`src/design/fps_pkg.sv`:
```
// constants and types for the program/erase suspend block of a serial flash.
// assumes a 100 MHz core clock that samples the serial pins.
//
// Summary of operation
// - suspend is opcode B0h alone; later bytes in that frame are ignored.
// - on chip select release the running program or erase halts within latency.
// - suspending sets buffer 1, buffer 2 or erase paused flag; ready shown.
// - reads into a sector with paused work return undefined data.
// - continuous read gives undefined data while counter sits in paused sector.
// - a program aimed at the erase-paused sector is aborted.
// - during erase pause a program elsewhere may run and be paused too.
// - reset during sector erase pause abandons it; whole sector becomes undefined.
// - reset during page program or page erase pause loses only that page.
// - array and buffer reads of every opcode are accepted during any pause.
// - buffer to memory program with erase is rejected during any pause.
// - buffer to memory program without erase only allowed in erase pause.
// - memory program through buffer with erase rejected in any pause.
// - memory program through buffer without erase only allowed in erase pause.
// - resume is opcode D0h alone; restarts work, clears flag, shows busy.
// - with both paused, first resume restarts the program, next the erase.

package fps_pkg;

    // ------------------------------------------------------------------
    // opcodes and geometry
    // ------------------------------------------------------------------
    localparam logic [7:0] OPC_SUSPEND = 8'hB0;
    localparam logic [7:0] OPC_RESUME  = 8'hD0;
    localparam int         BYTE_BITS   = 8;
    localparam int         PAGE_W      = 12;
    localparam int         SECT_W      = 4;

    // ------------------------------------------------------------------
    // timing
    // ------------------------------------------------------------------
    localparam int CLK_PERIOD_NS = 10;
    localparam int T_SUSP_NS     = 20000;
    localparam int SUSP_CYCLES   =
        (T_SUSP_NS + CLK_PERIOD_NS - 1) / CLK_PERIOD_NS;

    // ------------------------------------------------------------------
    // types
    // ------------------------------------------------------------------
    typedef enum logic [2:0] {
        CMD_READ,
        CMD_BUF_WRITE,
        CMD_PROG_ERASE,
        CMD_PROG_NOERASE,
        CMD_OTHER
    } fps_cls_t;

    typedef struct packed {
        fps_cls_t          cls;
        logic              buf_two;
        logic [PAGE_W-1:0] page;
    } fps_cmd_t;

    typedef struct packed {
        logic              valid;
        logic              is_erase;
        logic              sector_wide;
        logic              buf_two;
        logic [PAGE_W-1:0] page;
    } fps_op_t;

    typedef struct packed {
        logic              sector_wide;
        logic [PAGE_W-1:0] page;
    } fps_loss_t;

    typedef enum logic [1:0] {
        ST_IDLE,
        ST_RUN,
        ST_HALT
    } fps_state_t;

    function automatic logic [SECT_W-1:0] fps_sector(
        input logic [PAGE_W-1:0] page);
        return page[PAGE_W-1 -: SECT_W];
    endfunction

endpackage

```
`src/design/fps_top.sv`:
```
// suspend/resume control for the self-timed program and erase engine.
// assumes serial pins are async, engine and command decoder are on clk.
`timescale 1ns/1ps

module fps_top import fps_pkg::*; #(
    parameter int SUSP_CYC = SUSP_CYCLES
) (
    // clock and control
    input  wire logic       clk,
    input  wire logic       rst,
    input  wire logic       ce,
    // serial and reset pins
    input  wire logic       spi_cs_n,
    input  wire logic       spi_sck,
    input  wire logic       spi_mosi,
    input  wire logic       hw_reset_n,
    // from command decoder
    input  wire logic       soft_reset,
    input  wire logic       cmd_valid,
    input  wire fps_cmd_t   cmd,
    input  wire logic [PAGE_W-1:0] read_page,
    // from program/erase engine
    input  wire logic       op_start,
    input  wire fps_op_t    op_info,
    input  wire logic       op_done,
    // status
    output logic            prog_paused_buf_one,
    output logic            prog_paused_buf_two,
    output logic            erase_paused_flag,
    output logic            dev_ready,
    // to engine
    output logic            freeze_prog,
    output logic            freeze_erase,
    // command screening
    output logic            cmd_accept,
    output logic            cmd_reject,
    output logic            read_undef,
    // reset losses
    output logic            loss_erase_v,
    output fps_loss_t       loss_erase,
    output logic            loss_prog_v,
    output logic [PAGE_W-1:0] loss_prog_page
);

    generate
        if (SUSP_CYC < 1 || SUSP_CYC > 65535) begin : g_bad
            $error("SUSP_CYC out of range");
        end
    endgenerate

    // ------------------------------------------------------------------
    // pin sampling and edges
    // ------------------------------------------------------------------
    logic [3:0] pins_s;
    logic       cs_s, sck_s, mosi_s, hw_s;
    logic       cs_d_r, sck_d_r, hw_d_r;

    // reset value matches the idle pin levels so no false edge follows reset
    fps_sync #(.W(4), .RST_VAL(4'h9)) u_sync (
        .clk (clk),
        .rst (rst),
        .ce  (ce),
        .d   ({spi_cs_n, spi_sck, spi_mosi, hw_reset_n}),
        .q   (pins_s)
    );

    assign cs_s   = pins_s[3];
    assign sck_s  = pins_s[2];
    assign mosi_s = pins_s[1];
    assign hw_s   = pins_s[0];

    always_ff @(posedge clk) begin
        if (rst) begin
            cs_d_r  <= 1'b1;
            sck_d_r <= 1'b0;
            hw_d_r  <= 1'b1;
        end else if (ce) begin
            cs_d_r  <= cs_s;
            sck_d_r <= sck_s;
            hw_d_r  <= hw_s;
        end
    end

    wire sck_rise = sck_s & ~sck_d_r & ~cs_s;
    wire cs_rise  = cs_s & ~cs_d_r;

    // ------------------------------------------------------------------
    // opcode capture: only the first byte of a frame counts
    // ------------------------------------------------------------------
    logic [2:0] bcnt_r;
    logic [6:0] shreg_r;
    logic [7:0] opc_r;
    logic       opc_got_r;

    wire last_bit = (bcnt_r == 3'(BYTE_BITS - 1));

    always_ff @(posedge clk) begin
        if (rst) begin
            bcnt_r    <= '0;
            shreg_r   <= '0;
            opc_r     <= '0;
            opc_got_r <= 1'b0;
        end else if (ce) begin
            if (cs_s) begin
                bcnt_r    <= '0;
                if (cs_rise == 1'b0)
                    opc_got_r <= 1'b0;
            end else if (sck_rise && !opc_got_r) begin
                shreg_r <= {shreg_r[5:0], mosi_s};
                bcnt_r  <= bcnt_r + 3'h1;
                if (last_bit) begin
                    opc_r     <= {shreg_r, mosi_s};
                    opc_got_r <= 1'b1;
                end
            end
        end
    end

    // acted on at chip select release only
    wire sus_cmd = cs_rise & opc_got_r & (opc_r == OPC_SUSPEND);
    wire res_cmd = cs_rise & opc_got_r & (opc_r == OPC_RESUME);

    // ------------------------------------------------------------------
    // operation tracking and suspend sequencing
    // ------------------------------------------------------------------
    fps_state_t state_r, state_nxt;
    fps_op_t    erase_r, prog_r;
    logic       es_r, ps1_r, ps2_r;
    logic [15:0] cnt_r;

    wire any_ps    = ps1_r | ps2_r;
    wire hw_fall   = ~hw_s & hw_d_r;
    wire abort     = soft_reset | hw_fall;
    // hold everything cleared while the reset pin stays low
    wire clear_all = soft_reset | ~hw_s;
    wire halt_done = (state_r == ST_HALT) && (cnt_r == 16'h0000);

    always_comb begin
        state_nxt = state_r;
        unique case (state_r)
            ST_IDLE: begin
                if (op_start)
                    state_nxt = ST_RUN;
                else if (res_cmd && (any_ps || (es_r && !prog_r.valid)))
                    state_nxt = ST_RUN;
            end
            ST_RUN: begin
                if (op_done)
                    state_nxt = ST_IDLE;
                else if (sus_cmd)
                    state_nxt = ST_HALT;
            end
            ST_HALT: begin
                if (halt_done)
                    state_nxt = ST_IDLE;
            end
        endcase
        if (clear_all)
            state_nxt = ST_IDLE;
    end

    always_ff @(posedge clk) begin
        if (rst) begin
            state_r <= ST_IDLE;
            cnt_r   <= '0;
        end else if (ce) begin
            state_r <= state_nxt;
            if (state_r == ST_RUN && sus_cmd && !op_done && !clear_all)
                cnt_r <= 16'(SUSP_CYC - 1);
            else if (cnt_r != 16'h0000)
                cnt_r <= cnt_r - 16'h0001;
        end
    end

    // the program, when present, is always the work that runs first
    always_ff @(posedge clk) begin
        if (rst) begin
            erase_r <= '0;
            prog_r  <= '0;
            es_r    <= 1'b0;
            ps1_r   <= 1'b0;
            ps2_r   <= 1'b0;
        end else if (ce) begin
            if (clear_all) begin
                erase_r <= '0;
                prog_r  <= '0;
                es_r    <= 1'b0;
                ps1_r   <= 1'b0;
                ps2_r   <= 1'b0;
            end else begin
                if (state_r == ST_IDLE && op_start) begin
                    if (op_info.is_erase)
                        erase_r <= op_info;
                    else
                        prog_r  <= op_info;
                end
                // completion wins over a suspend in the same cycle
                if (state_r == ST_RUN && op_done) begin
                    if (prog_r.valid)
                        prog_r.valid  <= 1'b0;
                    else
                        erase_r.valid <= 1'b0;
                end
                if (halt_done) begin
                    if (prog_r.valid && prog_r.buf_two)
                        ps2_r <= 1'b1;
                    else if (prog_r.valid)
                        ps1_r <= 1'b1;
                    else
                        es_r  <= 1'b1;
                end
                if (state_r == ST_IDLE && res_cmd && !op_start) begin
                    if (any_ps) begin
                        ps1_r <= 1'b0;
                        ps2_r <= 1'b0;
                    end else if (!prog_r.valid)
                        es_r  <= 1'b0;
                end
            end
        end
    end

    // suspend outside ST_RUN is not decoded above
    assign prog_paused_buf_one = ps1_r;
    assign prog_paused_buf_two = ps2_r;
    assign erase_paused_flag   = es_r;
    assign dev_ready    = (state_r == ST_IDLE);
    assign freeze_prog  = prog_r.valid & (state_r != ST_RUN);
    assign freeze_erase = erase_r.valid &
                          ((state_r != ST_RUN) | prog_r.valid);

    // ------------------------------------------------------------------
    // command screening during a pause
    // ------------------------------------------------------------------
    wire hit_erase = es_r &&
        (fps_sector(cmd.page) == fps_sector(erase_r.page));
    wire buf_busy  = cmd.buf_two ? ps2_r : ps1_r;
    logic allow;

    always_comb begin
        allow = 1'b1;
        unique case (cmd.cls)
            CMD_READ:         allow = 1'b1;
            CMD_BUF_WRITE:    allow = !buf_busy;
            CMD_PROG_ERASE:   allow = !(es_r || any_ps);
            CMD_PROG_NOERASE: allow = !any_ps && !hit_erase;
            CMD_OTHER:        allow = 1'b1;
            default:          allow = 1'b0;
        endcase
    end

    wire rd_hit = (es_r &&
                   fps_sector(read_page) == fps_sector(erase_r.page)) ||
                  (any_ps &&
                   fps_sector(read_page) == fps_sector(prog_r.page));

    always_ff @(posedge clk) begin
        if (rst) begin
            cmd_accept <= 1'b0;
            cmd_reject <= 1'b0;
            read_undef <= 1'b0;
        end else if (ce) begin
            cmd_accept <= cmd_valid & allow;
            cmd_reject <= cmd_valid & ~allow;
            read_undef <= rd_hit;
        end
    end

    // ------------------------------------------------------------------
    // what a reset destroys while work is paused
    // ------------------------------------------------------------------
    always_ff @(posedge clk) begin
        if (rst) begin
            loss_erase_v   <= 1'b0;
            loss_erase     <= '0;
            loss_prog_v    <= 1'b0;
            loss_prog_page <= '0;
        end else if (ce) begin
            loss_erase_v <= abort & es_r;
            loss_prog_v  <= abort & any_ps;
            if (abort) begin
                loss_erase.sector_wide <= erase_r.sector_wide;
                loss_erase.page        <= erase_r.page;
                loss_prog_page         <= prog_r.page;
            end
        end
    end

endmodule // fps_top

```
`src/design/fps_sync.sv`:
```
// two flip-flop synchroniser for a group of pin inputs.
// assumes the inputs are asynchronous to clk; reset value is a parameter.
`timescale 1ns/1ps

module fps_sync #(
    parameter int         W       = 1,
    parameter logic [W-1:0] RST_VAL = '0
) (
    // clock and control
    input  wire logic         clk,
    input  wire logic         rst,
    input  wire logic         ce,
    // pins in, synchronised out
    input  wire logic [W-1:0] d,
    output logic      [W-1:0] q
);

    logic [W-1:0] meta_r;

    always_ff @(posedge clk) begin
        if (rst) begin
            meta_r <= RST_VAL;
            q      <= RST_VAL;
        end else if (ce) begin
            meta_r <= d;
            q      <= meta_r;
        end
    end

endmodule // fps_sync

```
`config.mk`:
```
export PLATFORM = sky130hd
export DESIGN_NAME = fps_top
export DESIGN_NICKNAME = d
export VERILOG_FILES = /design/src/design/fps_pkg.sv /design/src/design/fps_top.sv /design/src/design/fps_sync.sv
export SDC_FILE = /design/constraint.sdc
export NUM_CORES = 1
export LEC_CHECK = 0
export BUFFER_PORTS_ARGS = -buffer_cell sky130_fd_sc_hd__buf_4
export CAP_MARGIN = 20
export CORE_MARGIN = 1
export CORE_UTILIZATION = 35
export DETAILED_ROUTE_END_ITERATION = 8
export SYNTH_ARGS = -nofsm -noshare
export SYNTH_HDL_FRONTEND = slang
export SYNTH_SLANG_ARGS = --single-unit
```
`constraint.sdc`:
```
create_clock -name clk -period 5.7 [get_ports clk]
set_input_delay 0.57 -clock clk [delete_from_list [all_inputs] [get_ports clk]]
set_output_delay 0.57 -clock clk [all_outputs]
set_load 0.01 [all_outputs]
```
==> results.cfg <==
[run_status]
status = finished clean

[drt]
firstDrtPassIters = 4
drtIter0Drc = 247
wl_per_cell_um = 15.6
route.vias.total = 4186
drc = 0
via_per_inst = 5.34
wirelength_um = 12200
ant_nets = 0

[final_layout]
synthToLayoutAreaGrowth_pct = 22.5
seqCellArea_um2 = 2180
insertedDiodeCount = 0
layout_common_cells = dfxtp_1, nand2_1, buf_4, a21oi_1, nor2_1
final_common_cell = dfxtp_1
drive_above_1_share_pct = 18.1
multi_input_area_um2 = 2300
nNetsFinal = 669
fillCellCount = 1264

[sta]
period_needed_ns = 2.39
clock_skew_ns = 0.00797
tightest_slew_ns = 1.01
fin_crit_sh_pct = 41.9
relSlewSlack_pct = 32.3
setup_violations = 0
slew_violations = 0
rsz0062_at_grt = no
finalHoldWorstSlack_ns = 0.443
finalHoldViolations = 0
fin_ws_ns = 3.31
tns_ns = 0
fmax_ghz = 0.418

[synth]
syn_area_per_cell_um2 = 8.51
netlist_instances = 545
synth_top_cell_by_area = dfxtp_1
ys_seq_area_share_pct = 47.0
synth.area.top_cells = dfxtp_1, nand2_1, a21oi_1
yosysTopAreaCellShare_pct = 47.0
netlist-cell-type-count = 57
yosysWarnings = 0
netlist_area_um2 = 4640
async_flop_share_pct = 0
ys_ff_latch = 109
synth_edf_count = 0
ys.flop_type = dfxtp_1
syn-num-nets = 607

[cts]
cts.sinks = 109
cts_hold_buf = 0
cts_resized = 0
cts_tree = yes
clk_pin_slew_worst_paths_ns = 0.07
postCtsSetupBuffers = 0
clk_latency_ns = 0.35
cts.htree.levels = 3
clock-root-buffer = clkbuf_16
cts_buffers = 9
clock_path_buffers = 2

[place]
place.gp.congestion = 0.855
io_buffers = 74
hpwl_um = 8350
pre_cts_slack_ns = 2.84

[die]
die_h_um = 117
coreArea_um2 = 12800
dieArea_um2 = 13700
row_count = 41
pin_count = 91
initial_utilization_pct = 36.3
fp.dieW_um = 117

[setup_path]
slowest_stage = or4b_1
crit_buf_inv = 1
cp-start-kind = input port
critical-path-top-delay-family = simple AND/OR/NAND/NOR gates
crit_chain = buf_4 -> nor4b_4 -> or4b_1 -> or4b_1 -> o21ai_0
crit_type = input port to flip-flop
cp.arrival_ns = 2.66
worstReg2RegStart = state_r[1]
cpPeakStageDelay_ns = 0.53
crit_path_start = ce
critPathRequiredTime_ns = 5.97
cp-end-kind = flip-flop
crit_fanout = 38
cp_common_cell = or4b_1

[power_and_ir_drop]
power_density_nw_per_um2 = 377
leakagePower_nw = 2.12
ir_worst_vdd_v = 0.000186

[global_route]
grt_pass1_vias = 4022
grtUsageTotal_pct = 18.8
overflow = 0
grt_pass1_wl_um = 19800
grt_max_degree = 68
antenna_found_initial = 0

[worst_hold_path]
worstHoldStart = hw_reset_n
hold_class = input port to flip-flop

[run]
maxCapViolations = 0
==> power by group <==
part           leakage [nW]  total (W)  switching, W  internal [W]
logic                  1.09   0.000604      0.000353      0.000251
registers             0.883   0.000897     0.0000715      0.000825
clock network         0.146   0.000642      0.000293      0.000349
==> flip-flops by register name, indices dropped and copies added (netlist names), 7 cells and up <==
register,count
erase_r,14
opc_r,8
loss_erase,13
shreg_r,7
cnt_r,16
prog_r,14
loss_prog_page,12
==> metrics by stage <==
stage | utilization [%] | total power, W | instances | cell area (µm²)
floorplan | - | 0.00135 | 545 | 4640
global placement | 41.8 | 0.00148 | 766 | 5340
detailed placement | 41.8 | 0.00150 | 766 | 5340
CTS | 44.3 | 0.00215 | 782 | 5650
global route | 44.5 | 0.00227 | 784 | 5680
finish | 44.5 | 0.00214 | 784 | 5680
==> logic make-up after synthesis <==
logic type               count (synthesis)  share of synthesized area (%)
XOR/XNOR                                21                           3.96
flip-flops                             109                           47.0
AND/OR/NAND/NOR                        222                           23.6
AO/OA/AOI/OAI                          134                           18.0
multiplexers                             9                           1.94
buffers and inverters                   43                           3.64
adder cells (fa/ha/maj)                  7                           1.89
==> area by class of cell <==
cell class / instances / share of cell area, %
clock buffer: 10 / 4.03
clock inverter: 6 / 1.41
inverter: 12 / 0.793
multi-input combinational: 393 / 40.5
sequential: 109 / 38.4
tap: 172 / 3.79
timing repair buffer: 82 / 11.1
==> metal layers <==
metal,track usage (%),routed length [µm]
met5,0,0
met4,5.82,80
met3,4.53,778
met2,30.9,5760
met1,24.3,5590
==> synthesized netlist by cell type, drive strengths merged (4+ instances only) <==
| cell | count |
|---|---|
| a311oi | 5 |
| a211oi | 7 |
| a31oi | 6 |
| mux2i | 9 |
| nand2 | 98 |
| a21oi | 60 |
| inv | 11 |
| dfxtp | 109 |
| nor2 | 45 |
| nor3 | 16 |
| ha | 7 |
| o21ai | 16 |
| nor4 | 10 |
| nand3 | 17 |
| a22oi | 27 |
| xor2 | 9 |
| or4 | 4 |
| nand2b | 4 |
| clkbuf | 28 |
| xnor2 | 12 |
==> worst reg2reg max path: cells and delay by family, from the launching register on <==
family          cells  cell delay (ns)
compound gates      1             0.33
fa+ha+maj           1             0.28
buf+inv             1             0.08
flops               1             0.32
simple gates        3             1.25
==> worst paths after layout <==
kind | endpoint | slack [ns] | cells past startpoint
worst max-delay path | prog_paused_buf_two | 3.31 | 5
worst max register to register | cnt_r[2] | 3.35 | 6
worst min-delay path | u_sync.meta_r[0] | 0.44 | 3
worst min register to register | loss_erase[3] | 0.46 | 2
No activity file was read; power rests on OpenSTA's default activity.
